==> src/inc/echo_ctl_params.svh <==
// Constants of the echo canceller state control: offsets, fields, resets, timing.
`ifndef ECHO_CTL_PARAMS_SVH
`define ECHO_CTL_PARAMS_SVH
`define SYS_CLK_MHZ 200
`define TONE_ON_MS 1000
`define TONE_OFF_MS 400
`define TONE_ON_CYC (`TONE_ON_MS * 1000 * `SYS_CLK_MHZ)
`define TONE_OFF_CYC (`TONE_OFF_MS * 1000 * `SYS_CLK_MHZ)
`define REG_CTRL1_A 3'h0
`define REG_CTRL2_A 3'h1
`define REG_CTRL1_B 3'h2
`define REG_CTRL2_B 3'h3
`define REG_STAT_A 3'h4
`define REG_STAT_B 3'h5
`define REG_THRESH 3'h6
`define C1_CN_DIS 0
`define C1_MUTE_R 1
`define C1_MUTE_S 2
`define C1_BYPASS 3
`define C1_ADAPT_DIS 4
`define C1_B2B 5
`define C2_SUP_DIS 0
`define C2_PH_DIS 1
`define C2_AUTO_TD 2
`define C2_NB_DIS 3
`define C2_HPF_DIS 4
`define ST_TONE 0
`define ST_STATE_LO 1
`define ST_NLP 3
`define CTRL_RST 8'h00
`define THRESH_RST 16'h4000
`define QUIET_LIN 16'h0000
`define QUIET_SM 16'h0080
`define QUIET_MU 16'h00FF
`define QUIET_A 16'h00D5
`endif

==> src/inc/echo_ctl_pkg.sv <==
// Types shared by the echo canceller state control, the PCM sink and the bench.
package echo_ctl_pkg;
  // Gray codes along mute, bypass, disable adaptation, enable adaptation.
  typedef enum logic [1:0] {
    ST_MUTE = 2'h0,
    ST_BYPASS = 2'h1,
    ST_FROZEN = 2'h3,
    ST_ADAPT = 2'h2
  } fstate_t;
  typedef enum logic [1:0] {
    FMT_LINEAR = 2'h0,
    FMT_SIGNMAG = 2'h1,
    FMT_MULAW = 2'h2,
    FMT_ALAW = 2'h3
  } pcm_fmt_t;
  typedef struct packed {
    logic path_sout;
    logic canc_b;
    logic [15:0] raw;
    logic [15:0] cancelled;
  } sample_t;
  typedef struct packed {
    logic path_sout;
    logic canc_b;
    logic [15:0] data;
  } out_word_t;
  typedef struct packed {
    logic [7:0] sync1;
    logic [7:0] sync2;
    logic [1:0][7:0] ctrl1;
    logic [1:0][7:0] ctrl2;
    logic [15:0] thr;
    fstate_t [1:0] fst;
    logic [1:0] clr;
    logic [15:0] rdata;
    logic rvalid;
    out_word_t [1:0] fifo;
    logic wp;
    logic rp;
    logic [1:0] cnt;
  } top_state_t;
endpackage

==> src/rtl/echo_canceller_state_control.sv <==
// Control logic around a two-canceller voice echo canceller: states, suppression, tones, mute.
`timescale 1ns/1ps
`include "echo_ctl_params.svh"
// Notes on behaviour
// - Engage nonlinear processor when residual falls below the suppression threshold.
// - Inject comfort noise while the nonlinear processor is engaged.
// - Disable bit in control 2, or low strap in pin mode, disables suppression.
// - Threshold is a 16-bit fraction strictly between zero and one.
// - Comfort noise stops when its disable bit in control 1 is set.
// - Threshold and comfort noise act only while suppression is enabled.
// - Reversal-checking mode needs a one second tone with a phase reversal.
// - Plain mode needs only a one second tone within the level window.
// - Two detectors drive the active-low tone output of each canceller low.
// - Tone status stays latched until quiet persists for 400 ms.
// - Low reversal strap, or phase reversal disable bit, selects plain mode.
// - Automatic bit moves a canceller from enable adaptation to bypass on tone.
// - Tone outputs keep driving in controller mode as interrupt requests.
// - Narrowband tones halt adaptation unless the narrowband disable bit is set.
// - Offset filters run unless the offset filter disable bit is set.
// - Mute halts adaptation and outputs the quiet code of the format.
// - Mute A quiets receive out; in back-to-back mute B quiets send out.
// - Bypass passes input codes unchanged and clears coefficients on entry.
// - Disable adaptation freezes coefficients; enable adaptation updates them.
// - In pin mode each canceller's pin pair selects its state.
// - Controller mode with register access only when both config straps are low.
module echo_canceller_state_control #(
  parameter int TONE_ON_CYC = `TONE_ON_CYC,
  parameter int TONE_OFF_CYC = `TONE_OFF_CYC
) (
  input wire logic sys_clk,
  input wire logic rst,
  input wire logic clk_en,
  input wire logic config_strap_one,
  input wire logic config_strap_two,
  input wire logic reversal_strap,
  input wire logic suppressor_strap,
  input wire logic state_sel_a0,
  input wire logic state_sel_a1,
  input wire logic state_sel_b0,
  input wire logic state_sel_b1,
  input wire logic reg_wr,
  input wire logic reg_rd,
  input wire logic [2:0] reg_addr,
  input wire logic [15:0] reg_wdata,
  output logic [15:0] reg_rdata,
  output logic reg_rvalid,
  input wire echo_ctl_pkg::pcm_fmt_t pcm_fmt,
  input wire logic [1:0] residual_below,
  input wire logic [3:0] tone_present,
  input wire logic [3:0] tone_reversal,
  input wire logic [3:0] band_quiet,
  input wire logic [1:0] narrowband_seen,
  input wire logic in_valid,
  output logic in_ready,
  input wire echo_ctl_pkg::sample_t in_sample,
  output logic out_valid,
  input wire logic out_ready,
  output echo_ctl_pkg::out_word_t out_sample,
  output logic tone_detect_n_a,
  output logic tone_detect_n_b,
  output logic controller_mode,
  output logic back_to_back,
  output logic [1:0] adapt_en,
  output logic [1:0] cancel_en,
  output logic [1:0] coef_clear,
  output logic [1:0] nonlinear_processor,
  output logic [1:0] comfort_noise_en,
  output logic [1:0] threshold_active,
  output logic [15:0] suppression_threshold,
  output logic [1:0] narrowband_detector_en,
  output logic [1:0] offset_filter_en,
  output echo_ctl_pkg::fstate_t [1:0] canceller_state
);
  echo_ctl_pkg::top_state_t st_ff, nxt_st;
  logic cm;
  logic g164;
  logic [3:0] det;
  logic [1:0] tone_found;
  logic [1:0] supp_en;
  logic [1:0] quiet_pair;
  logic [1:0] muted;
  logic push;
  logic pop;
  logic quiet_now;
  logic bypass_now;
  logic gov;
  logic [15:0] quiet_code;
  echo_ctl_pkg::fstate_t [1:0] want;

  // Mode straps come from pins: only the second sync stage is decoded.
  assign cm = !st_ff.sync2[0] && !st_ff.sync2[1];
  assign controller_mode = cm;
  assign back_to_back = cm ? st_ff.ctrl1[0][`C1_B2B] : (st_ff.sync2[0] && !st_ff.sync2[1]);
  // Plain detection applies to all four detectors at once.
  assign g164 = cm ? st_ff.ctrl2[0][`C2_PH_DIS] : !st_ff.sync2[2];

  // Release needs both inputs of a canceller quiet in both bands.
  genvar gi;
  generate
    for (gi = 0; gi < 4; gi++) begin : g_det
      tone_latch #(
        .ON_CYC(TONE_ON_CYC),
        .OFF_CYC(TONE_OFF_CYC)
      ) u_det (
        .sys_clk(sys_clk),
        .rst(rst),
        .clk_en(clk_en),
        .g164(g164),
        .tone_present(tone_present[gi]),
        .tone_reversal(tone_reversal[gi]),
        .quiet(quiet_pair[gi/2]),
        .detected(det[gi])
      );
    end
    for (gi = 0; gi < 2; gi++) begin : g_canc
      assign quiet_pair[gi] = band_quiet[2*gi] && band_quiet[2*gi+1];
      assign tone_found[gi] = det[2*gi] || det[2*gi+1];
      // Pin strap for suppression is shared; register bit is per canceller.
      assign supp_en[gi] = cm ? !st_ff.ctrl2[gi][`C2_SUP_DIS] : st_ff.sync2[3];
      assign nonlinear_processor[gi] = supp_en[gi] && residual_below[gi];
      assign comfort_noise_en[gi] = nonlinear_processor[gi]
        && !(cm && st_ff.ctrl1[gi][`C1_CN_DIS]);
      assign threshold_active[gi] = supp_en[gi];
      assign narrowband_detector_en[gi] = cm ? !st_ff.ctrl2[gi][`C2_NB_DIS] : 1'b1;
      assign offset_filter_en[gi] = cm ? !st_ff.ctrl2[gi][`C2_HPF_DIS] : 1'b1;
      // Coefficients move only in enable adaptation with no narrowband tone seen by an enabled detector.
      assign adapt_en[gi] = (st_ff.fst[gi] == echo_ctl_pkg::ST_ADAPT)
        && !(narrowband_detector_en[gi] && narrowband_seen[gi]);
      assign cancel_en[gi] = (st_ff.fst[gi] == echo_ctl_pkg::ST_ADAPT)
        || (st_ff.fst[gi] == echo_ctl_pkg::ST_FROZEN);
      assign muted[gi] = st_ff.fst[gi] == echo_ctl_pkg::ST_MUTE;
    end
  endgenerate

  // Open-drain style tone outputs keep driving in both modes.
  assign tone_detect_n_a = !tone_found[0];
  assign tone_detect_n_b = !tone_found[1];
  assign suppression_threshold = st_ff.thr;
  assign coef_clear = st_ff.clr;
  assign canceller_state = st_ff.fst;
  assign reg_rdata = st_ff.rdata;
  assign reg_rvalid = st_ff.rvalid;

  // Wanted state per canceller. Pin mode relies on the board wiring tone outputs to
  // the high select, so the device adds no tone logic of its own there.
  always_comb begin
    logic [1:0] pins;
    logic [7:0] c1;
    want = '{echo_ctl_pkg::ST_ADAPT, echo_ctl_pkg::ST_ADAPT};
    pins = 2'h0;
    c1 = 8'h00;
    for (int c = 0; c < 2; c++) begin
      if (cm) begin
        c1 = st_ff.ctrl1[c];
        if (c1[`C1_MUTE_R] || c1[`C1_MUTE_S]) want[c] = echo_ctl_pkg::ST_MUTE;
        else if (c1[`C1_BYPASS]) want[c] = echo_ctl_pkg::ST_BYPASS;
        else if (c1[`C1_ADAPT_DIS]) want[c] = echo_ctl_pkg::ST_FROZEN;
        else if (st_ff.ctrl2[c][`C2_AUTO_TD] && tone_found[c])
          want[c] = echo_ctl_pkg::ST_BYPASS;
        else want[c] = echo_ctl_pkg::ST_ADAPT;
      end else begin
        pins = (c == 0) ? st_ff.sync2[5:4] : st_ff.sync2[7:6];
        unique case (pins)
          2'h0: want[c] = echo_ctl_pkg::ST_MUTE;
          2'h1: want[c] = echo_ctl_pkg::ST_BYPASS;
          2'h2: want[c] = echo_ctl_pkg::ST_FROZEN;
          2'h3: want[c] = echo_ctl_pkg::ST_ADAPT;
        endcase
      end
    end
  end

  // Quiet code of the active format.
  always_comb begin
    unique case (pcm_fmt)
      echo_ctl_pkg::FMT_LINEAR: quiet_code = `QUIET_LIN;
      echo_ctl_pkg::FMT_SIGNMAG: quiet_code = `QUIET_SM;
      echo_ctl_pkg::FMT_MULAW: quiet_code = `QUIET_MU;
      echo_ctl_pkg::FMT_ALAW: quiet_code = `QUIET_A;
    endcase
  end

  // In back-to-back both cancellers serve one channel: A owns receive out, B send out.
  assign gov = back_to_back ? in_sample.path_sout : in_sample.canc_b;
  assign quiet_now = back_to_back ? muted[gov] : (!in_sample.path_sout && muted[gov]);
  assign bypass_now = st_ff.fst[gov] == echo_ctl_pkg::ST_BYPASS;

  // Two-entry buffer: a stalled receiver fills it and then holds the source.
  assign in_ready = st_ff.cnt != 2'h2;
  assign out_valid = st_ff.cnt != 2'h0;
  assign out_sample = st_ff.fifo[st_ff.rp];
  assign push = in_valid && in_ready;
  assign pop = out_valid && out_ready;

  // Next state: straps, registers, functional states, buffer and read data.
  always_comb begin
    nxt_st = st_ff;
    // First sync stage feeds only the second.
    nxt_st.sync1 = {state_sel_b1, state_sel_b0, state_sel_a1, state_sel_a0,
      suppressor_strap, reversal_strap, config_strap_two, config_strap_one};
    nxt_st.sync2 = st_ff.sync1;
    // Writes are honoured only in controller mode.
    if (reg_wr && cm) begin
      unique case (reg_addr)
        `REG_CTRL1_A: nxt_st.ctrl1[0] = reg_wdata[7:0];
        `REG_CTRL2_A: nxt_st.ctrl2[0] = reg_wdata[7:0];
        `REG_CTRL1_B: nxt_st.ctrl1[1] = reg_wdata[7:0];
        `REG_CTRL2_B: nxt_st.ctrl2[1] = reg_wdata[7:0];
        `REG_THRESH: begin
          // Zero or one-and-above is no valid fraction and is dropped.
          if (reg_wdata != 16'h0000 && !reg_wdata[15]) nxt_st.thr = reg_wdata;
        end
        default: ;
      endcase
    end
    nxt_st.rvalid = reg_rd;
    if (reg_rd) begin
      unique case (reg_addr)
        `REG_CTRL1_A: nxt_st.rdata = {8'h00, st_ff.ctrl1[0]};
        `REG_CTRL2_A: nxt_st.rdata = {8'h00, st_ff.ctrl2[0]};
        `REG_CTRL1_B: nxt_st.rdata = {8'h00, st_ff.ctrl1[1]};
        `REG_CTRL2_B: nxt_st.rdata = {8'h00, st_ff.ctrl2[1]};
        `REG_STAT_A: nxt_st.rdata = {12'h000, nonlinear_processor[0], st_ff.fst[0],
          tone_found[0]};
        `REG_STAT_B: nxt_st.rdata = {12'h000, nonlinear_processor[1], st_ff.fst[1],
          tone_found[1]};
        `REG_THRESH: nxt_st.rdata = st_ff.thr;
        default: nxt_st.rdata = 16'h0000;
      endcase
    end
    // Coefficient clear pulses once on each entry into bypass.
    for (int c = 0; c < 2; c++) begin
      nxt_st.fst[c] = want[c];
      nxt_st.clr[c] = (want[c] == echo_ctl_pkg::ST_BYPASS)
        && (st_ff.fst[c] != echo_ctl_pkg::ST_BYPASS);
    end
    if (push) begin
      nxt_st.fifo[st_ff.wp].path_sout = in_sample.path_sout;
      nxt_st.fifo[st_ff.wp].canc_b = in_sample.canc_b;
      if (quiet_now) nxt_st.fifo[st_ff.wp].data = quiet_code;
      else if (bypass_now) nxt_st.fifo[st_ff.wp].data = in_sample.raw;
      else nxt_st.fifo[st_ff.wp].data = in_sample.cancelled;
      nxt_st.wp = !st_ff.wp;
    end
    if (pop) nxt_st.rp = !st_ff.rp;
    nxt_st.cnt = 2'(st_ff.cnt + {1'b0, push} - {1'b0, pop});
  end

  // Reset gives default registers and enable adaptation; clock enable freezes all.
  always_ff @(posedge sys_clk) begin
    if (rst) begin
      st_ff <= '0;
      st_ff.ctrl1 <= {`CTRL_RST, `CTRL_RST};
      st_ff.ctrl2 <= {`CTRL_RST, `CTRL_RST};
      st_ff.thr <= `THRESH_RST;
      st_ff.fst <= '{echo_ctl_pkg::ST_ADAPT, echo_ctl_pkg::ST_ADAPT};
    end else if (clk_en) begin
      st_ff <= nxt_st;
    end
  end
endmodule // echo_canceller_state_control

==> src/rtl/tone_latch.sv <==
// One disable-tone detector: duration qualification, reversal check and latched status.
`timescale 1ns/1ps
`include "echo_ctl_params.svh"
module tone_latch #(
  parameter int ON_CYC = `TONE_ON_CYC,
  parameter int OFF_CYC = `TONE_OFF_CYC,
  parameter int CW = 28
) (
  input wire logic sys_clk,
  input wire logic rst,
  input wire logic clk_en,
  input wire logic g164,
  input wire logic tone_present,
  input wire logic tone_reversal,
  input wire logic quiet,
  output logic detected
);
  typedef struct packed {
    logic [CW-1:0] run;
    logic rev_seen;
    logic latched;
    logic [CW-1:0] qcnt;
  } det_state_t;
  det_state_t st_ff, nxt_st;
  logic trigger;

  // Release first, then trigger, so a fresh tone wins over a release in the same cycle.
  always_comb begin
    nxt_st = st_ff;
    trigger = 1'b0;
    if (tone_present) begin
      if (st_ff.run != CW'(ON_CYC - 1)) nxt_st.run = CW'(st_ff.run + 1'b1);
      nxt_st.rev_seen = st_ff.rev_seen | tone_reversal;
      trigger = (st_ff.run == CW'(ON_CYC - 1)) && (g164 || st_ff.rev_seen);
    end else begin
      nxt_st.run = '0;
      nxt_st.rev_seen = 1'b0;
    end
    if (st_ff.latched && quiet) begin
      nxt_st.qcnt = CW'(st_ff.qcnt + 1'b1);
      if (st_ff.qcnt == CW'(OFF_CYC - 1)) begin
        nxt_st.latched = 1'b0;
        nxt_st.qcnt = '0;
      end
    end else begin
      nxt_st.qcnt = '0;
    end
    if (trigger) nxt_st.latched = 1'b1;
  end

  // State freezes while the clock enable is low.
  always_ff @(posedge sys_clk) begin
    if (rst) st_ff <= '0;
    else if (clk_en) st_ff <= nxt_st;
  end

  assign detected = st_ff.latched;
endmodule // tone_latch

==> config.mk <==
export PLATFORM = sky130hd
export DESIGN_NAME = echo_canceller_state_control
export DESIGN_NICKNAME = d
export VERILOG_FILES = /design/src/inc/echo_ctl_pkg.sv /design/src/rtl/echo_canceller_state_control.sv /design/src/rtl/tone_latch.sv
export VERILOG_INCLUDE_DIRS = /design/src /design/src/inc
export SDC_FILE = /design/constraint.sdc
export NUM_CORES = 1
export LEC_CHECK = 0
export BUFFER_PORTS_ARGS = -buffer_cell sky130_fd_sc_hd__buf_2
export CORE_MARGIN = 2
export CORE_UTILIZATION = 56
export CTS_CLUSTER_SIZE = 28
export DETAILED_ROUTE_END_ITERATION = 7
export GPL_TIMING_DRIVEN = 1
export PLACE_DENSITY = 0.74
export SLEW_MARGIN = 5
export SYNTH_ARGS = -nofsm -noshare
export SYNTH_HDL_FRONTEND = slang
export SYNTH_SLANG_ARGS = --single-unit
export TNS_END_PERCENT = 1
==> constraint.sdc <==
create_clock -name sys_clk -period 2.7 [get_ports sys_clk]
set_clock_uncertainty 0.15 [all_clocks]
set_input_delay 0.54 -clock sys_clk [delete_from_list [all_inputs] [get_ports sys_clk]]
set_output_delay 0.54 -clock sys_clk [all_outputs]
set_load 0.01 [all_outputs]
==> impl_results.md, run 1 <==
* Avg Cell Area, Syn at 8.52 um2
* CP max FO at 12
* Fillers at 2576
* Area growth syn-to-layout at 13.3%
* Critical path startpoint category: flip-flop
* DPL Wire Length at 30.6 mm
* Seq cells post-synth at 359
* Most frequent cell after synthesis: dfxtp_1
* Fin Setup TNS at 0 ps
* Clock sink count at 359
* Via/cell ratio at 5.94
* GP Congestion at 0.848
* Die Area at 0.0329 mm2
* Share of cells above drive strength 1 at 15.8%
* Die Y at 181 um
* Leak at 7.16 nW
* Setup violators final at 0
* Port Buffers at 162
* Final ANT Viol Nets at 0
* Root buffer cell: clkbuf_16
* CTS Buf Count at 39
* Ys async rst share at 0%
* Worst setup path category: reg -> out
* Biggest area consumer among synthesized cells: dfxtp_1
* 1st-iter DRT viols at 1016
* Drt first pass iters at 6
* Max IR drop VDD at 0.385 mV
* Mapped Cells at 2067
* Initial antenna violation count at 1
* First-pass GRT wire length at 71.3 mm
* CTS Hold Bufs at 0
* Synth top cells by count: dfxtp_1 (359), nor2_1 (263), nand2_1 (181)
* Synth top area share at 40.8%
* Critical Path AT at 1910 ps
* Count of cell types in the netlist at 84
* Register area share after synthesis at 40.8%
* Largest net degree at the start of global routing at 55
* CP Data Required Time at 2010 ps
* Outcome: completed
* Die W at 181 um
* Vias in the first global route at 14700
* Final hold viol count at 0
* Power Total at 11.3 mW
* Primary FF master, synth: dfxtp_1
* Post-route clock period utilization at 96.3%
* Critical Path End Type: output pin
* Final #Nets at 2302
* Final slew viol count at 0
* Synth Warn # at 0
* H-tree depth at 2
* Vias post-DR at 15600
* # DRC at 0
* Final wirelength at 43.5 mm
* Initial core utilization at 57.3%
* Min cycle time layout at 2600 ps
* Core box area at 0.0307 mm2
* Overflow after GRT at 0
* Measured slew at the worst slew-check pin at 926 ps
* TritonCTS clock tree: built
* Slew HR at 37.8%
* Drt wl/cell at 16.6 um
* Worst skew pair latency at 520 ps
* Max-cap violations at 0
* GRT Overall Usage at 25.5%
* WHS Path Cells at 3
* Mapped cell area at 0.0176 mm2
* Worst Reg-to-Reg Cells at 6
* Hold Crit Class: in -> reg
* Row cnt at 64
* Post-synthesis net count at 2169
* Max Fclk at 385 MHz
* Power Density at 564 mW/mm2
* Boundary Pins at 163
* Top area cells in the synthesized netlist: dfxtp_1 (41%), nor2_1 (5.6%), mux2i_1 (4.0%)
* RSZ-0062 raised after global routing: false
* Post-synth EDFFs at 0
* Clock slew at reported path FFs at 70 ps
* Longest Clk Path Bufs at 3
[layout make-up]
type | instances | area, um2 | share of cell area, %
repair buffers | 224 | 1290 | 6.48
inverters | 40 | 154 | 0.771
well taps | 396 | 495 | 2.48
clock inverters | 15 | 128 | 0.639
flip-flops and latches | 359 | 7190 | 36.0
clock buffers | 54 | 1080 | 5.42
multi-input cells | 1536 | 9610 | 48.2
diodes | 1 | 2.50 | 0.0125
[critical path, cell delays in order, from the launching register on]
cell	delay (ps)
dfxtp_1	570
buf_4	300
mux2_2	360
buf_2	150
[final timing paths]
check | to | start | slack [ps]
hold / removal | g_det[1].u_det.st_ff[29] | tone_reversal[1] | 120
setup / recovery | out_sample[14] | st_ff[2] | 100
hold reg to reg | reg_rdata[11] | reg_rdata[11] | 300
setup reg to reg | st_ff[8] | st_ff[100] | 280
[cell families (layout without fill, tap and decap cells)]
| kind of cell | Yosys count | count (layout) | synth area share [%] |
|---|---|---|---|
| flip-flops | 359 | 359 | 40.8 |
| other | 0 | 1 | 0 |
| adder cells (fa/ha/maj) | 16 | 16 | 1.14 |
| AND/OR/NAND/NOR | 951 | 952 | 28.6 |
| multiplexers | 99 | 99 | 6.14 |
| buffers and inverters | 173 | 333 | 4.73 |
| XOR/XNOR | 141 | 141 | 7.01 |
| AO/OA/AOI/OAI | 328 | 328 | 11.6 |
[routing by layer]
layer / share of wire (%) / vias up / wire [um] / GRT usage, %
met3: 5.3 / 72 / 2290 / 3.55
met5: 0 / - / 0 / 0
li1: - / 7677 / - / -
met2: 48 / 449 / 20900 / 44.1
met4: 2.4 / 0 / 1040 / 7.54
met1: 44 / 7390 / 19300 / 33.2
[metrics by stage]
step	hold slack, ps	utilization (%)	worst slack [ps]	cells	instance area [um2]
after floorplan	270	-	250	2067	17600
after global placement	279	60.9	90.2	2553	18700
after detailed placement	290	60.9	58.1	2553	18700
after CTS	110	64.8	44.2	2622	19900
after global routing	127	64.9	40.4	2625	20000
final	119	64.9	101	2625	20000
[timing repair]
action,4_1_cts,5_1_grt
gates cloned,0,1
gates resized for setup,3,6
pin swaps,0,1
setup endpoints to repair,9,8
buffers inserted,0,1
[cells in the final DEF, fill, tap and decap left out, types with 47 or more instances in the layout]
cell     count
buf_4       63
xor2_1      67
nand3_1    104
mux2i_1     71
dfxtp_1    357
buf_2      160
nand2_1    181
o21ai_0     67
or3_1       47
nand4_1     71
nor2_1     263
a21oi_1    122
xnor2_1     74
[where the power goes]
group	leakage, nW	internal [mW]	switching [mW]	total [mW]
clock	0.580	2.92	2.17	5.09
combinational	3.67	0.286	0.445	0.731
sequential	2.90	5.37	0.0608	5.43
total	7.16	8.58	2.68	11.3
[registers in the layout, summed over array words and instances (netlist names)]
signal,cells
nxt_st,8
g_det.u_det.detected,4
g_det.u_det.st_ff,228
suppression_threshold,16
coef_clear,2
reg_rdata,16
st_ff,80
reg_rvalid,1
canceller_state,4
(Power assumes the default switching activity.)
==> run 2: changes to the inputs <==
==> constraint.sdc (replaced) <==
create_clock -name sys_clk -period 2.75 [get_ports sys_clk]
set_clock_uncertainty 0.15 [all_clocks]
set_input_delay 0.55 -clock sys_clk [delete_from_list [all_inputs] [get_ports sys_clk]]
set_output_delay 0.55 -clock sys_clk [all_outputs]
set_load 0.01 [all_outputs]
==> run 2 against run 1 <==
Hold slack worse by 15 ps. Die area unchanged. First-iteration DRC count rose by 6.3%. Setup slack worse by 3.5 ps. Critical endpoint unchanged. Combinational power is 1% lower. Register-to-register slack barely moved. Via count increased by 0.18%. Utilization up 0.28 points. Cell count is the same.
==> impl_results.md, run 2 (same netlist as run 1, synthesis figures left out) <==
* Outcome: completed
* Inst Count DP at 2552 (-0.039%)
* GRT Overall Usage at 25.7% (+0.15 points)
* Largest net degree at the start of global routing at 86 (+56%)
* Via/cell ratio at 5.95 (+0.18%)
* Max reg flops at 228 (unchanged)
* Power Density at 561 mW/mm2 (-0.44%)
* First-pass GRT wire length at 71.6 mm (+0.44%)
* H-tree depth at 2 (unchanged)
* Initial antenna violation count at 1 (unchanged)
* Clock sink count at 359 (unchanged)
* Final worst setup slack at 97.2 ps (-3.54 ps)
* Row cnt at 64 (unchanged)
* Die W at 181 um (unchanged)
* Worst setup path category: reg -> out
* Final ANT Viol Nets at 0 (unchanged)
* Longest Clk Path Bufs at 3 (unchanged)
* Vias in the first global route at 14800 (+1.0%)
* Measured slew at the worst slew-check pin at 924 ps (-2.39 ps)
* Critical Path End Type: output pin
* Boundary Pins at 163 (unchanged)
* Share of cells above drive strength 1 at 16.0% (+0.22 points)
* Area of the multi-input gates at 0.00961 mm2 (about the same)
* Fin area at 0.0200 mm2 (+0.43%)
* Largest regs: g_det.u_det.st_ff x228, st_ff x80
* Switching Fraction at 23.3% (-0.51 points)
* CP max stage delay at 610 ps (+40 ps)
* Post-route insts no fill at 2625 (unchanged)
* CP bufs+invs at 2 (unchanged)
* Worst skew pair latency at 540 ps (+20 ps)
* Final #Nets at 2301 (-0.043%)
* Final slew viol count at 0 (unchanged)
* TritonCTS clock tree: built
* Die Y at 181 um (unchanged)
* Max-cap violations at 0 (unchanged)
* Leak at 7.21 nW (+0.79%)
* 1st-iter DRT viols at 1080 (+6.3%)
* Combinational power share at 6.4% (about the same)
* CTS Hold Bufs at 0 (unchanged)
* Vias post-DR at 15600 (+0.18%)
* Die Area at 0.0329 mm2 (unchanged)
* Min cycle time layout at 2650 ps
* Sw power at 2.62 mW (-2.1%)
* Most frequent cells in the layout: dfxtp_1 (357), nor2_1 (263), nand2_1 (181)
* DPL Wire Length at 30.1 mm (-1.6%)
* CP max FO at 11 (-1)
* Final hold viol count at 0 (unchanged)
* Drt first pass iters at 5 (-1)
* Critical Path AT at 1950 ps (+40 ps)
* Clock slew at reported path FFs at 60 ps (about the same)
* Area growth syn-to-layout at 13.8%
* Fin Setup TNS at 0 ps (unchanged)
* Fillers at 2610 (+1.3%)
* Power share of the clock group at 46.2% (+1.0 points)
* FF+latch area at 0.00719 mm2 (unchanged)
* Final core utilization at 65.2% (+0.28 points)
* Max Fclk at 377 MHz
* Biggest register: g_det.u_det.st_ff
* Drt wl/cell at 16.4 um (-0.87%)
* Crit-path cells: buf_4 -> mux2_2 -> buf_2
* Critical path startpoint category: flip-flop
* Core box area at 0.0307 mm2 (unchanged)
* Commonest non-fill, non-tap cell in the layout: dfxtp_1
* Crit-path leading delay family: flip-flops
* GP Congestion at 0.846 (-0.31%)
* CTS Buf Count at 38 (-2.6%)
* Root buffer cell: clkbuf_16
* RSZ-0062 raised after global routing: false
* Max IR drop VDD at 0.427 mV (+11%)
* Setup violators final at 0 (unchanged)
* CP Data Required Time at 2050 ps (+40 ps)
* CP max stage cell: dfxtp_1
* Hold Crit Class: in -> reg
* Slew HR at 38.0% (+0.16 points)
* Pre-CTS WS at 111 ps (+53.2 ps)
* Port Buffers at 162 (unchanged)
* Initial core utilization at 57.3% (unchanged)
* Post-DP Area at 0.0187 mm2 (about the same)
* # DRC at 0 (unchanged)
* Post-route clock period utilization at 96.5%
* Overflow after GRT at 0 (unchanged)
* Sequential Power Share at 47.4% (-0.9 points)
* Final wirelength at 43.2 mm (-0.87%)
* Internal power at 8.63 mW (+0.65%)
-- run 2: changes by cell type in the layout (fill, tap and decap cells not counted), moves of 2 or more --
cell        change
clkinv_2        +4
inv_6           -2
clkinvlp_4      -3
clkbuf_1        -5
clkbuf_8        +5
-- run 2: final timing paths --
check / startpoint / endpoint / slack (ps) / cells after the start
setup / recovery: st_ff[2] / out_sample[14] / 100 / 3
hold / removal: config_strap_two / nxt_st[112] / 100 / 3
setup reg to reg: st_ff[100] / st_ff[6] / 290 / 5
hold reg to reg: reg_rdata[12] / reg_rdata[12] / 300 / 2
-- run 2: repair_timing --
| item | 4_1_cts | 5_1_grt |
|---|---|---|
| pin swaps | 0 | 1 |
| resized for setup | 3 | 5 |
| gates cloned | 0 | 0 |
| endpoints found under the setup margin | 9 | 29 |
| setup buffers | 3 | 0 |
-- run 2: stage by stage --
stage	total power [mW]	hold WS, ps
3_5_place_dp	6.15	290
5_1_grt	11.6	105
2_1_floorplan	5.86	270
4_1_cts	11.3	84.1
3_3_place_gp	6.13	278
6_report	11.2	104
-- run 2: power by group through the flow --
stage	clock (mW)	combinational [mW]	sequential, mW
floorplan	0	0.441	5.42
global placement	0	0.692	5.44
detailed placement	0	0.703	5.44
CTS	5.28	0.715	5.33
global route	5.49	0.786	5.34
finish	5.20	0.721	5.33
-- run 2: tightest hold or removal path, cell delays in order --
cell and delay [ps]:
buf_2 70, mux2i_1 50, nor2_1 70
-- run 2: layer usage --
metal / vias to the layer above / part of all wire, % / GRT usage (%)
li1: 7690 / - / -
met1: 7404 / 45 / 33.0
met2: 436 / 47 / 43.7
met3: 86 / 5.6 / 4.07
met4: 0 / 3.0 / 9.14
met5: - / 0 / 0
-- run 2: layout make-up --
type | instances | share of cell area, %
multi-input cells | 1535 | 47.9
clock buffers | 54 | 5.65
inverters | 40 | 0.768
clock inverters | 15 | 0.743
well taps | 396 | 2.47
repair buffers | 225 | 6.55
flip-flops and latches | 359 | 35.9
diodes | 1 | 0.0125
